--- src/inc/awsr_cfg.svh ---
// offsets, field positions, reset values and timing counts of the watchdog/status block
`ifndef AWSR_CFG_SVH
`define AWSR_CFG_SVH

// ==========================================
// register indices (byte address = 4 * index)
`define AWSR_IDX_CTRL 6'h00
`define AWSR_IDX_WSC  6'h02
`define AWSR_IDX_FLG  6'h03
`define AWSR_IDX_RH   6'h04
`define AWSR_IDX_RL   6'h05
`define AWSR_IDX_UHI  6'h06
`define AWSR_IDX_ULO  6'h07
`define AWSR_IDX_LHI  6'h08
`define AWSR_IDX_LLO  6'h09
`define AWSR_IDX_SCAN 6'h0A

// ==========================================
// reset values
`define AWSR_RST_CTRL 8'h00
`define AWSR_RST_WSC  8'h1F
`define AWSR_RST_UHI  4'hF
`define AWSR_RST_ULO  8'hFF
`define AWSR_RST_LHI  4'h0
`define AWSR_RST_LLO  8'h00
`define AWSR_RST_SCAN 8'h00

// ==========================================
// field positions
`define AWSR_CTRL_PON   0
`define AWSR_CTRL_CONVERSION_DONE_IRQ_ENABLE 3
`define AWSR_CTRL_WINDOW_ALARM_IRQ_ENABLE 4
`define AWSR_CTRL_RES   6:5
`define AWSR_CTRL_OVRIE 7
`define AWSR_WSC_SMP    7:5
`define AWSR_WSC_CHAN   4:0
`define AWSR_FLG_EOC    0
`define AWSR_FLG_AWD    1
`define AWSR_FLG_OVR    2
`define AWSR_SCAN_DMAOF 7
`define AWSR_SCAN_TEMP  5
`define AWSR_SCAN_VREF  4

// ==========================================
// watch channel codes
`define AWSR_CH_TOP_MD 5'h18
`define AWSR_CH_TOP    5'h1B
`define AWSR_CH_VREF   5'h1C
`define AWSR_CH_TEMP   5'h1D

// ==========================================
// sampling durations in converter clock cycles
`define AWSR_SMP_0 9'h004
`define AWSR_SMP_1 9'h009
`define AWSR_SMP_2 9'h010
`define AWSR_SMP_3 9'h018
`define AWSR_SMP_4 9'h030
`define AWSR_SMP_5 9'h060
`define AWSR_SMP_6 9'h0C0
`define AWSR_SMP_7 9'h180

`endif

--- src/inc/awsr_pkg.sv ---
// types shared by the watchdog/status block
package awsr_pkg;

   // ==========================================
   // result width selection
   typedef enum logic [1:0] {
      AWSR_D12 = 2'b00,
      AWSR_D10 = 2'b01,
      AWSR_D8  = 2'b10,
      AWSR_D6  = 2'b11
   } awsr_depth_t;

   typedef logic [11:0] awsr_value_t;

endpackage

--- src/design/awsr_regs.sv ---
// watchdog, status, result and scan-selection registers behind an ahb-lite slave
//
// Contract
// - aux sample code picks 4..384 cycles
// - watch select codes: 0-27, vref, temp
// - overrun when result unread by dma
// - overrun cleared by zero write, power-down
// - alarm when value outside window
// - alarm cleared by zero write, power-down
// - done flag at end, scan's last
// - done cleared: zero write, low read, power-down
// - result high right aligned per depth
// - result low right aligned per depth
// - reserved status/high bits read zero
// - thresholds split high/low, read/write
// - threshold bits used per depth
// - dma bypass bit disables dma; a request already pending still waits for dma_ack
// - scan bits for channels 24-27, vref, temp
// - medium density: only channel 24 exists
// - depth code: 12, 10, 8, 6 bits
// - power bit cleared means power-down
// - flag with enable raises interrupt
//
// Added by the designer: register access over AHB-Lite.
`timescale 1ns/1ps
`include "awsr_cfg.svh"

module awsr_regs
   import awsr_pkg::*;
#(
   parameter bit MEDIUM_DENSITY = 1'b0
) (
   // clock and reset
   input  wire logic        ref_clk,
   input  wire logic        rst,
   // ahb-lite slave
   input  wire logic        hsel,
   input  wire logic [7:0]  haddr,
   input  wire logic [1:0]  htrans,
   input  wire logic        hwrite,
   input  wire logic [2:0]  hsize,
   input  wire logic [31:0] hwdata,
   input  wire logic        hready,
   output logic             hreadyout,
   output logic [31:0]      hrdata,
   output logic             hresp,
   // converter events
   input  wire logic        conv_done,
   input  wire logic [4:0]  conv_channel,
   input  wire logic [11:0] conv_result,
   input  wire logic        scan_active,
   input  wire logic        scan_last,
   // dma
   input  wire logic        dma_ack,
   output logic             dma_request,
   output logic             dma_bypass,
   // converter configuration
   output logic             converter_power_on,
   output logic [1:0]       bit_depth_select,
   output logic [8:0]       aux_sample_cycles,
   output logic [4:0]       watch_channel_select,
   output logic             watch_channel_valid,
   output logic [3:0]       scan_channel_bits,
   output logic             scan_internal_reference,
   output logic             scan_temp_channel,
   output logic [11:0]      result_value,
   output logic             irq_request
);

   // ==========================================
   // storage
   logic [7:0]  ctrl_ff;
   logic [7:0]  wsc_ff;
   logic [3:0]  uhi_ff;
   logic [7:0]  ulo_ff;
   logic [3:0]  lhi_ff;
   logic [7:0]  llo_ff;
   logic [7:0]  scan_ff;
   awsr_value_t res_ff;
   logic        eoc_ff;
   logic        awd_ff;
   logic        ovr_ff;
   logic        pend_ff;
   logic        irq_ff;
   logic [8:0]  smp_ff;
   logic        wr_pend_ff;
   logic        rd_pend_ff;
   logic [5:0]  addr_ff;
   logic [31:0] hrdata_ff;

   logic        take;
   logic        pdn;
   logic        flg_wr;
   logic        low_rd;
   logic [7:0]  rd_mux;
   logic [7:0]  scan_mask;
   awsr_value_t depth_mask;
   awsr_value_t conv_masked;
   awsr_value_t up_lim;
   awsr_value_t lo_lim;
   logic        watch_hit;
   logic        eoc_set;
   logic        eoc_clr;
   logic        awd_clr;
   logic        ovr_set;
   logic        ovr_clr;
   logic        nxt_eoc;
   logic        nxt_awd;
   logic        nxt_ovr;
   logic        nxt_pend;
   logic [8:0]  nxt_smp;

   // ==========================================
   // bus slave
   // reads take one wait state so a write landing on the same edge is seen
   assign take      = hsel && htrans[1] && hready;
   assign hreadyout = !rd_pend_ff;
   assign hresp     = 1'b0;
   assign hrdata    = hrdata_ff;

   always_ff @(posedge ref_clk or posedge rst) begin
      if (rst) begin
         wr_pend_ff <= 1'b0;
         rd_pend_ff <= 1'b0;
         addr_ff    <= 6'h00;
         hrdata_ff  <= 32'h0000_0000;
      end else begin
         wr_pend_ff <= take && hwrite;
         rd_pend_ff <= take && !hwrite;
         if (take) begin
            addr_ff <= haddr[7:2];
         end
         if (rd_pend_ff) begin
            hrdata_ff <= {24'h00_0000, rd_mux};
         end
      end
   end

   // reserved and unmapped bits answer zero
   always_comb begin
      unique case (addr_ff)
         `AWSR_IDX_CTRL: rd_mux = ctrl_ff;
         `AWSR_IDX_WSC:  rd_mux = wsc_ff;
         `AWSR_IDX_FLG:  rd_mux = {5'h00, ovr_ff, awd_ff, eoc_ff};
         `AWSR_IDX_RH:   rd_mux = {4'h0, res_ff[11:8]};
         `AWSR_IDX_RL:   rd_mux = res_ff[7:0];
         `AWSR_IDX_UHI:  rd_mux = {4'h0, uhi_ff};
         `AWSR_IDX_ULO:  rd_mux = ulo_ff;
         `AWSR_IDX_LHI:  rd_mux = {4'h0, lhi_ff};
         `AWSR_IDX_LLO:  rd_mux = llo_ff;
         `AWSR_IDX_SCAN: rd_mux = scan_ff;
         default:        rd_mux = 8'h00;
      endcase
   end

   // ==========================================
   // configuration registers
   // medium density has no channels 25-27, bit 6 is reserved
   assign scan_mask = MEDIUM_DENSITY ? 8'hB1 : 8'hBF;

   always_ff @(posedge ref_clk or posedge rst) begin
      if (rst) begin
         ctrl_ff <= `AWSR_RST_CTRL;
         wsc_ff  <= `AWSR_RST_WSC;
         uhi_ff  <= `AWSR_RST_UHI;
         ulo_ff  <= `AWSR_RST_ULO;
         lhi_ff  <= `AWSR_RST_LHI;
         llo_ff  <= `AWSR_RST_LLO;
         scan_ff <= `AWSR_RST_SCAN;
      end else if (wr_pend_ff) begin
         unique case (addr_ff)
            `AWSR_IDX_CTRL: ctrl_ff <= hwdata[7:0];
            `AWSR_IDX_WSC:  wsc_ff  <= hwdata[7:0];
            `AWSR_IDX_UHI:  uhi_ff  <= hwdata[3:0];
            `AWSR_IDX_ULO:  ulo_ff  <= hwdata[7:0];
            `AWSR_IDX_LHI:  lhi_ff  <= hwdata[3:0];
            `AWSR_IDX_LLO:  llo_ff  <= hwdata[7:0];
            `AWSR_IDX_SCAN: scan_ff <= hwdata[7:0] & scan_mask;
            default: ;
         endcase
      end
   end

   assign converter_power_on      = ctrl_ff[`AWSR_CTRL_PON];
   assign bit_depth_select        = ctrl_ff[`AWSR_CTRL_RES];
   assign pdn                     = !ctrl_ff[`AWSR_CTRL_PON];
   assign watch_channel_select    = wsc_ff[`AWSR_WSC_CHAN];
   assign dma_bypass              = scan_ff[`AWSR_SCAN_DMAOF];
   assign scan_channel_bits       = scan_ff[3:0];
   assign scan_internal_reference = scan_ff[`AWSR_SCAN_VREF];
   assign scan_temp_channel       = scan_ff[`AWSR_SCAN_TEMP];

   // ==========================================
   // sampling duration and watch channel decode
   always_comb begin
      unique case (wsc_ff[`AWSR_WSC_SMP])
         3'h0: nxt_smp = `AWSR_SMP_0;
         3'h1: nxt_smp = `AWSR_SMP_1;
         3'h2: nxt_smp = `AWSR_SMP_2;
         3'h3: nxt_smp = `AWSR_SMP_3;
         3'h4: nxt_smp = `AWSR_SMP_4;
         3'h5: nxt_smp = `AWSR_SMP_5;
         3'h6: nxt_smp = `AWSR_SMP_6;
         3'h7: nxt_smp = `AWSR_SMP_7;
      endcase
   end

   always_ff @(posedge ref_clk or posedge rst) begin
      if (rst) begin
         smp_ff <= `AWSR_SMP_0;
      end else begin
         smp_ff <= nxt_smp;
      end
   end

   assign aux_sample_cycles = smp_ff;

   // codes above the last channel are reserved except vref and temp
   assign watch_channel_valid =
      (watch_channel_select <= (MEDIUM_DENSITY ? `AWSR_CH_TOP_MD : `AWSR_CH_TOP)) ||
      (watch_channel_select == `AWSR_CH_VREF) ||
      (watch_channel_select == `AWSR_CH_TEMP);

   // ==========================================
   // depth alignment and window compare
   always_comb begin
      unique case (bit_depth_select)
         AWSR_D12: depth_mask = 12'hFFF;
         AWSR_D10: depth_mask = 12'h3FF;
         AWSR_D8:  depth_mask = 12'h0FF;
         AWSR_D6:  depth_mask = 12'h03F;
      endcase
   end

   assign conv_masked = conv_result & depth_mask;
   assign up_lim      = {uhi_ff, ulo_ff} & depth_mask;
   assign lo_lim      = {lhi_ff, llo_ff} & depth_mask;
   assign watch_hit   = conv_done && !pdn && watch_channel_valid &&
                        (conv_channel == watch_channel_select) &&
                        ((conv_masked > up_lim) || (conv_masked < lo_lim));

   // ==========================================
   // result register
   always_ff @(posedge ref_clk or posedge rst) begin
      if (rst) begin
         res_ff <= 12'h000;
      end else if (conv_done && !pdn) begin
         res_ff <= conv_masked;
      end
   end

   assign result_value = res_ff;

   // ==========================================
   // status flags: hardware set wins over a software clear
   assign flg_wr  = wr_pend_ff && (addr_ff == `AWSR_IDX_FLG);
   assign low_rd  = rd_pend_ff && (addr_ff == `AWSR_IDX_RL);
   assign eoc_set = conv_done && !pdn && (!scan_active || scan_last);
   assign eoc_clr = (flg_wr && !hwdata[`AWSR_FLG_EOC]) || low_rd;
   assign awd_clr = flg_wr && !hwdata[`AWSR_FLG_AWD];
   assign ovr_set = conv_done && !pdn && pend_ff && !dma_ack;
   assign ovr_clr = flg_wr && !hwdata[`AWSR_FLG_OVR];

   assign nxt_eoc = !pdn && (eoc_set || (eoc_ff && !eoc_clr));
   assign nxt_awd = !pdn && (watch_hit || (awd_ff && !awd_clr));
   assign nxt_ovr = !pdn && (ovr_set || (ovr_ff && !ovr_clr));

   always_ff @(posedge ref_clk or posedge rst) begin
      if (rst) begin
         eoc_ff <= 1'b0;
         awd_ff <= 1'b0;
         ovr_ff <= 1'b0;
      end else begin
         eoc_ff <= nxt_eoc;
         awd_ff <= nxt_awd;
         ovr_ff <= nxt_ovr;
      end
   end

   // ==========================================
   // dma handshake
   // with bypass set a conversion raises no new request; one already pending still waits for dma_ack and can overrun
   assign nxt_pend = !pdn && ((conv_done && !dma_bypass) || (pend_ff && !dma_ack));

   always_ff @(posedge ref_clk or posedge rst) begin
      if (rst) begin
         pend_ff <= 1'b0;
      end else begin
         pend_ff <= nxt_pend;
      end
   end

   assign dma_request = pend_ff;

   // ==========================================
   // interrupt request
   always_ff @(posedge ref_clk or posedge rst) begin
      if (rst) begin
         irq_ff <= 1'b0;
      end else begin
         irq_ff <= (eoc_ff && ctrl_ff[`AWSR_CTRL_CONVERSION_DONE_IRQ_ENABLE]) ||
                   (awd_ff && ctrl_ff[`AWSR_CTRL_WINDOW_ALARM_IRQ_ENABLE]) ||
                   (ovr_ff && ctrl_ff[`AWSR_CTRL_OVRIE]);
      end
   end

   assign irq_request = irq_ff;

   // ==========================================
   // checks
   AST_SMP_LONGEST: assert property (
      @(posedge ref_clk) disable iff (rst)
      (wsc_ff[7:5] == 3'h7) ##1 (wsc_ff[7:5] == 3'h7) |-> aux_sample_cycles == 9'h180)
      else $error("longest sample code not 384 cycles");

   AST_WATCH_RSVD: assert property (
      @(posedge ref_clk) disable iff (rst)
      (watch_channel_select > 5'h1D) |-> !watch_channel_valid)
      else $error("reserved watch code accepted");

   AST_OVR_SET: assert property (
      @(posedge ref_clk) disable iff (rst)
      conv_done && converter_power_on && dma_request && !dma_ack |=> ovr_ff)
      else $error("overrun not flagged");

   AST_OVR_PDN: assert property (
      @(posedge ref_clk) disable iff (rst)
      !converter_power_on |=> !ovr_ff && !dma_request)
      else $error("overrun survives power-down");

   AST_AWD_SET: assert property (
      @(posedge ref_clk) disable iff (rst)
      conv_done && converter_power_on && watch_channel_valid &&
      conv_channel == watch_channel_select &&
      (conv_masked > up_lim) |=> awd_ff)
      else $error("alarm not raised above upper limit");

   AST_AWD_PDN: assert property (
      @(posedge ref_clk) disable iff (rst)
      !converter_power_on ##1 !converter_power_on |-> !awd_ff)
      else $error("alarm set during power-down");

   AST_EOC_SCAN: assert property (
      @(posedge ref_clk) disable iff (rst)
      !eoc_ff && scan_active && !scan_last |=> !eoc_ff)
      else $error("done flag set before last scan channel");

   AST_EOC_READ: assert property (
      @(posedge ref_clk) disable iff (rst)
      rd_pend_ff && addr_ff == `AWSR_IDX_RL && !conv_done |=> !eoc_ff && hreadyout)
      else $error("low result read did not clear done flag");

   AST_RES_D8: assert property (
      @(posedge ref_clk) disable iff (rst)
      conv_done && converter_power_on && bit_depth_select == 2'b10 |=>
      result_value[11:8] == 4'h0 && result_value[7:0] == $past(conv_result[7:0]))
      else $error("8-bit result misaligned");

   AST_FLG_RSVD: assert property (
      @(posedge ref_clk) disable iff (rst)
      rd_pend_ff && addr_ff == `AWSR_IDX_FLG |=> hrdata[31:3] == 29'h0000_0000)
      else $error("reserved status bits not zero");

   AST_IRQ: assert property (
      @(posedge ref_clk) disable iff (rst)
      eoc_ff && ctrl_ff[`AWSR_CTRL_CONVERSION_DONE_IRQ_ENABLE] |=> irq_request)
      else $error("interrupt not raised");

   AST_WR_ONE: assert property (
      @(posedge ref_clk) disable iff (rst)
      flg_wr && hwdata[2] && ovr_ff && converter_power_on |=> ovr_ff)
      else $error("writing one cleared overrun");

endmodule

--- config.mk ---
export PLATFORM = sky130hd
export DESIGN_NAME = awsr_regs
export DESIGN_NICKNAME = d
export VERILOG_FILES = /design/src/inc/awsr_pkg.sv /design/src/design/awsr_regs.sv
export VERILOG_INCLUDE_DIRS = /design/src /design/src/inc
export SDC_FILE = /design/constraint.sdc
export NUM_CORES = 1
export LEC_CHECK = 0
export ABC_AREA = 1
export BUFFER_PORTS_ARGS = -buffer_cell sky130_fd_sc_hd__buf_4
export CAP_MARGIN = 20
export CORE_UTILIZATION = 35
export DETAILED_ROUTE_END_ITERATION = 10
export GPL_ROUTABILITY_DRIVEN = 0
export SLEW_MARGIN = 20
export SYNTH_ARGS = -nofsm -noshare
export SYNTH_HDL_FRONTEND = slang
export SYNTH_SLANG_ARGS = --single-unit
export TNS_END_PERCENT = 20
--- constraint.sdc ---
create_clock -name ref_clk -period 2.41 [get_ports ref_clk]
set_input_delay 0.3615 -clock ref_clk [delete_from_list [all_inputs] [get_ports ref_clk]]
set_output_delay 0.3615 -clock ref_clk [all_outputs]
set_load 0.05 [all_outputs]
# Yosys cells after proc, flatten, opt, wreduce, memory -nomap -nowiden
# Memory sizes are Yosys's and may differ from the RTL's. A register that Yosys moved wholly into a read port is not among the register bits.
# Cells that the tools add are included.
# op_classes
n_mux	2
add_sub_neg	0
order_cmp	3
div	0
n_eq_ne	15
n_mul	0
shifts	0
n_reduce_logical	59
n_bitwise	3
# op_table
op	count
$pmux W8 S10	1
$pmux W12 S4	1
$and A12 B12 Y12	3
$logic_and A1 B1 Y1	28
$eq A6 B3 Y1 const B	4
$eq A6 B4 Y1 const B	3
$reduce_and A2 Y1	7
$eq A6 B2 Y1 const B	2
$gt A12 B12 Y1	1
$lt A12 B12 Y1	1
$logic_not A1 Y1	11
$logic_or A1 B1 Y1	11
$eq A5 B5 Y1 const B	2
$logic_not A6 Y1	1
$eq A5 B5 Y1	1
$le A5 B5 Y1 const B	1
$eq A2 B2 Y1 const B	2
$eq A2 B1 Y1 const B	1
$logic_not A2 Y1	1
# totals
mem_count	1
regBits	89
elab_cells	101
latchBits	0
mem_bits_rw	0
out_inout_bits	73
romBits	64
# mem_list
memory	depth	width	read_ports	rd_ports_with_merged_regs	write_ports	line	source
(name not given)	8	8	1	1	0	awsr_regs.sv:196	unique case (wsc_ff[`AWSR_WSC_SMP])

# Longest topological paths before layout
# depth
word_depth	8
mapped_depth	15
mapped_depth_nobuf	14

# Least setup slack after synthesis
# Ideal clock, no wire load.
# synth_timing
path_type	register to register
from	register ctrl_ff[6]
to	register awd_ff
path_buffers	1
required_ps	2332
slack_ps	499
path_stages_with_launch	16
setup_ps	78
arrival_ps	1833
period_less_slack_ps	1911
path_cell_list	dfrtp_1 > buf_2 > nor2_1 > inv_1 > nor2_1 > ha_1 > inv_1 > nor2_1 > nand3_1 > nor2_1 > nand3_1 > nand3_1 > nand2_1 > nand2_1 > nand2_1 > a21oi_1
# synth_via
elab_chain_len	8
# synth_lines
element	line	source
start: declaration	awsr_regs.sv:72	logic [7:0] ctrl_ff;
start signal: assignment	awsr_regs.sv:163	ctrl_ff <= `AWSR_RST_CTRL;
start signal: assignment	awsr_regs.sv:172	`AWSR_IDX_CTRL: ctrl_ff <= hwdata[7:0];
$eq A2 B2 Y1, or another cell as far along	awsr_regs.sv:227	unique case (bit_depth_select)
$pmux W12 S4 (*)	awsr_regs.sv:227	
$and A12 B12 Y12 (*)	awsr_regs.sv:235	assign conv_masked = conv_result & depth_mask;
named net conv_masked[11]	awsr_regs.sv:98	awsr_value_t conv_masked;
$gt A12 B12 Y1 or $lt A12 B12 Y1 (tied branches)	awsr_regs.sv:240	((conv_masked > up_lim) || (conv_masked < lo_lim));
$logic_or A1 B1 Y1 (*)	awsr_regs.sv:240	
$logic_and A1 B1 Y1 (*)	awsr_regs.sv:239	(conv_channel == watch_channel_select) &&
$logic_or A1 B1 Y1 (*)	awsr_regs.sv:265	assign nxt_awd = !pdn && (watch_hit || (awd_ff && !awd_clr));
$logic_and A1 B1 Y1 (*)	awsr_regs.sv:265	
named net nxt_awd	awsr_regs.sv:108	logic nxt_awd;
end signal: assignment	awsr_regs.sv:275	awd_ff <= nxt_awd;
end: declaration	awsr_regs.sv:81	logic awd_ff;
# Mark *: on every way through the listed nets, which the timed path passes. The rest lies on a longest branch. The select of a mux whose other input is x is not followed.
# A chain may end at the register's enable or synchronous reset.

# Worst setup path in the final report
# layout_timing
from	register ctrl_ff[5]
to	register awd_ff
# The elaborated chain is that of the path after synthesis.

==> summary.md <==
| Metric | Value |
|---|---|
| Outcome | `complete, no violations` |
| First-pass DRT Iterations | `6` |
| Clock buffer depth | `2` |
| Commonest non-fill, non-tap cell in the layout | `nand2_1` |
| First-pass GRT wire length | `21,000 µm` |
| Layout area overhead | `21.8%` |
| Synth async-reset ratio | `100%` |
| DRT iter0 DRCs | `roughly 300` |
| Die Wd | `119 µm` |
| PwrDens | `659 mW/mm²` |
| H-tree Lvls | `3` |
| Initial Util | `a little over a third` |
| Fmax | `roughly 470 MHz` |
| # DRC | `0` |
| Die height | `~120 µm` |
| CP Max Fanout | `3` |
| Post-CTS Setup Repair Bufs | `0` |
| Share of layout cells above drive strength 1 | `between 20% and 30%` |
| Class of the most critical setup path | `reg -> reg` |
| Register area share after synthesis | `between 40% and 50%` |
| Fin Clk Skew | `about 6.5 ps` |
| Top delay family on crit path | `simple AND/OR/NAND/NOR gates` |
| Data arrival time of the critical path | `about 2400 ps` |
| Yosys reg bits | `88` |
| Max-cap violations | `0` |
| WL final | `13,200 µm` |
| Num ports | `around 140` |
| CTS tree | `built` |
| Antenna violations before repair | `0` |
| CTS sink count | `a little under 90` |
| Post_cts resized | `0` |
| TritonCTS buffer count | `9` |
| Crit. End Element | `flip-flop` |
| CP peak stage delay | `between 300 and 400 ps` |
| Max IR drop VDD | `448 µV` |
| Row count | `between 40 and 50` |
| WP buf/inv | `1` |
| Core area | `0.0133 mm²` |
| Cell breakdown of the critical path | `nor2_1, inv_1, nor2_1, ha_1, a21oi_1, a21boi_0, nand3_1, nand2_1, nand2_1, a21oi_1` |
| Critical Path RT | `2680 ps` |
| Final count of pins violating max slew | `0` |
| CP startpoint kind | `flip-flop` |
| Wire per inst | `about 15 µm` |
| RSZ-0062 raised after global routing | `no` |
| Worst-path clk slew | `roughly 60 ps` |
| Total negative slack | `0 ps` |
| Clock Tree Root | `clkbuf_16` |
| Worst-Margin Slew | `roughly 530 ps` |
| Port bufs | `between 80 and 90` |
| Slew margin rel. | `between 60% and 70%` |
| Hold crit path type | `in -> async` |
| Leakage | `between 3 and 4 nW` |
| Cell count of the worst reg-to-reg path | `10` |
| Nets@finish | `around 770` |
| Largest net degree at the start of global routing | `34` |
| Syn. warnings | `0` |
| Diode count | `0` |
| Post-DP HPWL | `~10,000 µm` |
| Post-synthesis average cell area | `8.20 µm²` |
| Fin. Hold Viols | `0` |
| Vias in the first global route | `between 4,000 and 5,000` |
| GRT overflow | `0` |
| Stages on the worst setup path | `10` |
| Worst skew pair latency | `340 ps` |
| Total power | `approximately 0.0039 W` |
| Gr usage total | `slightly below 20%` |
| Final count of negative-setup-slack endpoints | `0` |
| Most frequent cells in the layout | `nand2_1 (153), buf_4 (92), dfrtp_1 (70)` |
| Max stage delay cell, worst path | `dfrtp_1` |
| Vias per cell | `approximately 4.9` |
| Post-synth EDFFs | `0` |
| Cell Area, Placed | `0.00556 mm²` |
| Die area | `roughly 0.014 mm²` |
| Design area | `about 0.0059 mm²` |
| Mapped Cells | `just under 600` |
| Dominant synthesized flop cell | `dfrtp_1` |
| Antenna Nets Post-Route | `0` |
| Mapped cell area | `0.00483 mm²` |
| Final min period | `2110 ps` |
| Yosys cell types | `41` |
| Fin crit share | `87.7%` |
| Vias after detailed routing | `roughly 4,200` |
| # hold bufs at CTS | `0` |
## where the power goes
part           leakage [nW]  total, W  switching (W)  internal, W
clock network         0.159   0.00151       0.000555     0.000957
registers             0.961   0.00166      0.0000767      0.00158
logic                  2.13  0.000704       0.000499     0.000205
total                  3.25   0.00388        0.00113      0.00275
## flip-flops by register name, indices dropped and copies added, names as in the netlist, 4 cells and up
register / cells
result_value: 12
wsc_ff: 8
uhi_ff: 4
hrdata: 8
scan_ff: 7
ulo_ff: 8
lhi_ff: 4
llo_ff: 8
ctrl_ff: 8
aux_sample_cycles: 8
addr_ff: 6
## metal layers
metal  GRT usage [%]  routed length (µm)
met1            24.8                5620
met2            31.9                6420
met3            5.27                 812
met4            6.33                 316
met5               0                   0
## logic make-up (layout without fill, tap and decap cells)
logic type | count (synthesis) | in the layout | synth area share [%]
adders and majority gates | 22 | 22 | 5.70
AOI/OAI and AO/OA | 113 | 113 | 13.5
buffers and inverters | 120 | 184 | 12.4
other | 1 | 26 | 0.0777
xor gates and xnor gates | 5 | 5 | 0.907
DFF | 88 | 88 | 46.1
muxes | 1 | 1 | 0.233
and+or+nand+nor | 239 | 239 | 21.1
## final cells by class
class / count / area (µm²)
clock buffer: 12 / 256
clock inverter: 3 / 65.1
fill: 1324 / 7470
inverter: 75 / 285
multi-input combinational: 406 / 2100
sequential: 88 / 2220
tap: 176 / 220
timing repair buffer: 94 / 731
## synth_stat cells, types with 3 or more instances
cell | number | area, µm²
inv_1 | 61 | 229
xnor2_1 | 4 | 35.0
nand3_1 | 30 | 150
buf_2 | 4 | 20.0
nand2_2 | 9 | 56.3
nand2_1 | 153 | 574
o21bai_1 | 3 | 22.5
dfrtp_1 | 70 | 1750
nor2_2 | 3 | 18.8
buf_4 | 34 | 255
a22oi_1 | 4 | 30.0
dfstp_2 | 18 | 473
a21oi_1 | 20 | 100
inv_2 | 13 | 48.8
o21ai_2 | 7 | 61.3
ha_1 | 22 | 275
o21ai_0 | 26 | 130
a31oi_1 | 3 | 18.8
nand4_1 | 6 | 37.5
clkbuf_1 | 5 | 18.8
o21ai_1 | 35 | 175
nor2_1 | 30 | 113
o22ai_1 | 4 | 25.0
## stage by stage
| stage | hold slack [ps] | utilization (%) | setup slack, ps | instances |
|---|---|---|---|---|
| 3_3_place_gp | 445 | 41.6 | 318 | 839 |
| 2_1_floorplan | 428 | - | 499 | 614 |
| 6_report | 63.9 | 44.1 | 297 | 854 |
| 3_5_place_dp | 445 | 41.6 | 289 | 839 |
| 4_1_cts | 81.3 | 44.1 | 272 | 854 |
| 5_1_grt | 99.7 | 44.1 | 10.4 | 854 |
## worst paths after layout
kind	startpoint	endpoint	slack (ps)
setup / recovery	ctrl_ff[5]$_DFFE_PP0P_	awd_ff$_DFF_PP0_	300
hold / removal	rst	aux_sample_cycles[6]$_DFF_PP0_	60
setup reg to reg	ctrl_ff[5]$_DFFE_PP0P_	awd_ff$_DFF_PP0_	300
hold reg to reg	ulo_ff[2]$_DFFE_PP1P_	ulo_ff[2]$_DFFE_PP1P_	480
max in group asynchronous	rst	uhi_ff[0]$_DFFE_PP1P_	1730
min in group ref_clk	hwrite	rd_pend_ff$_DFF_PP0_	180
Power figures use the tool's default switching activity.
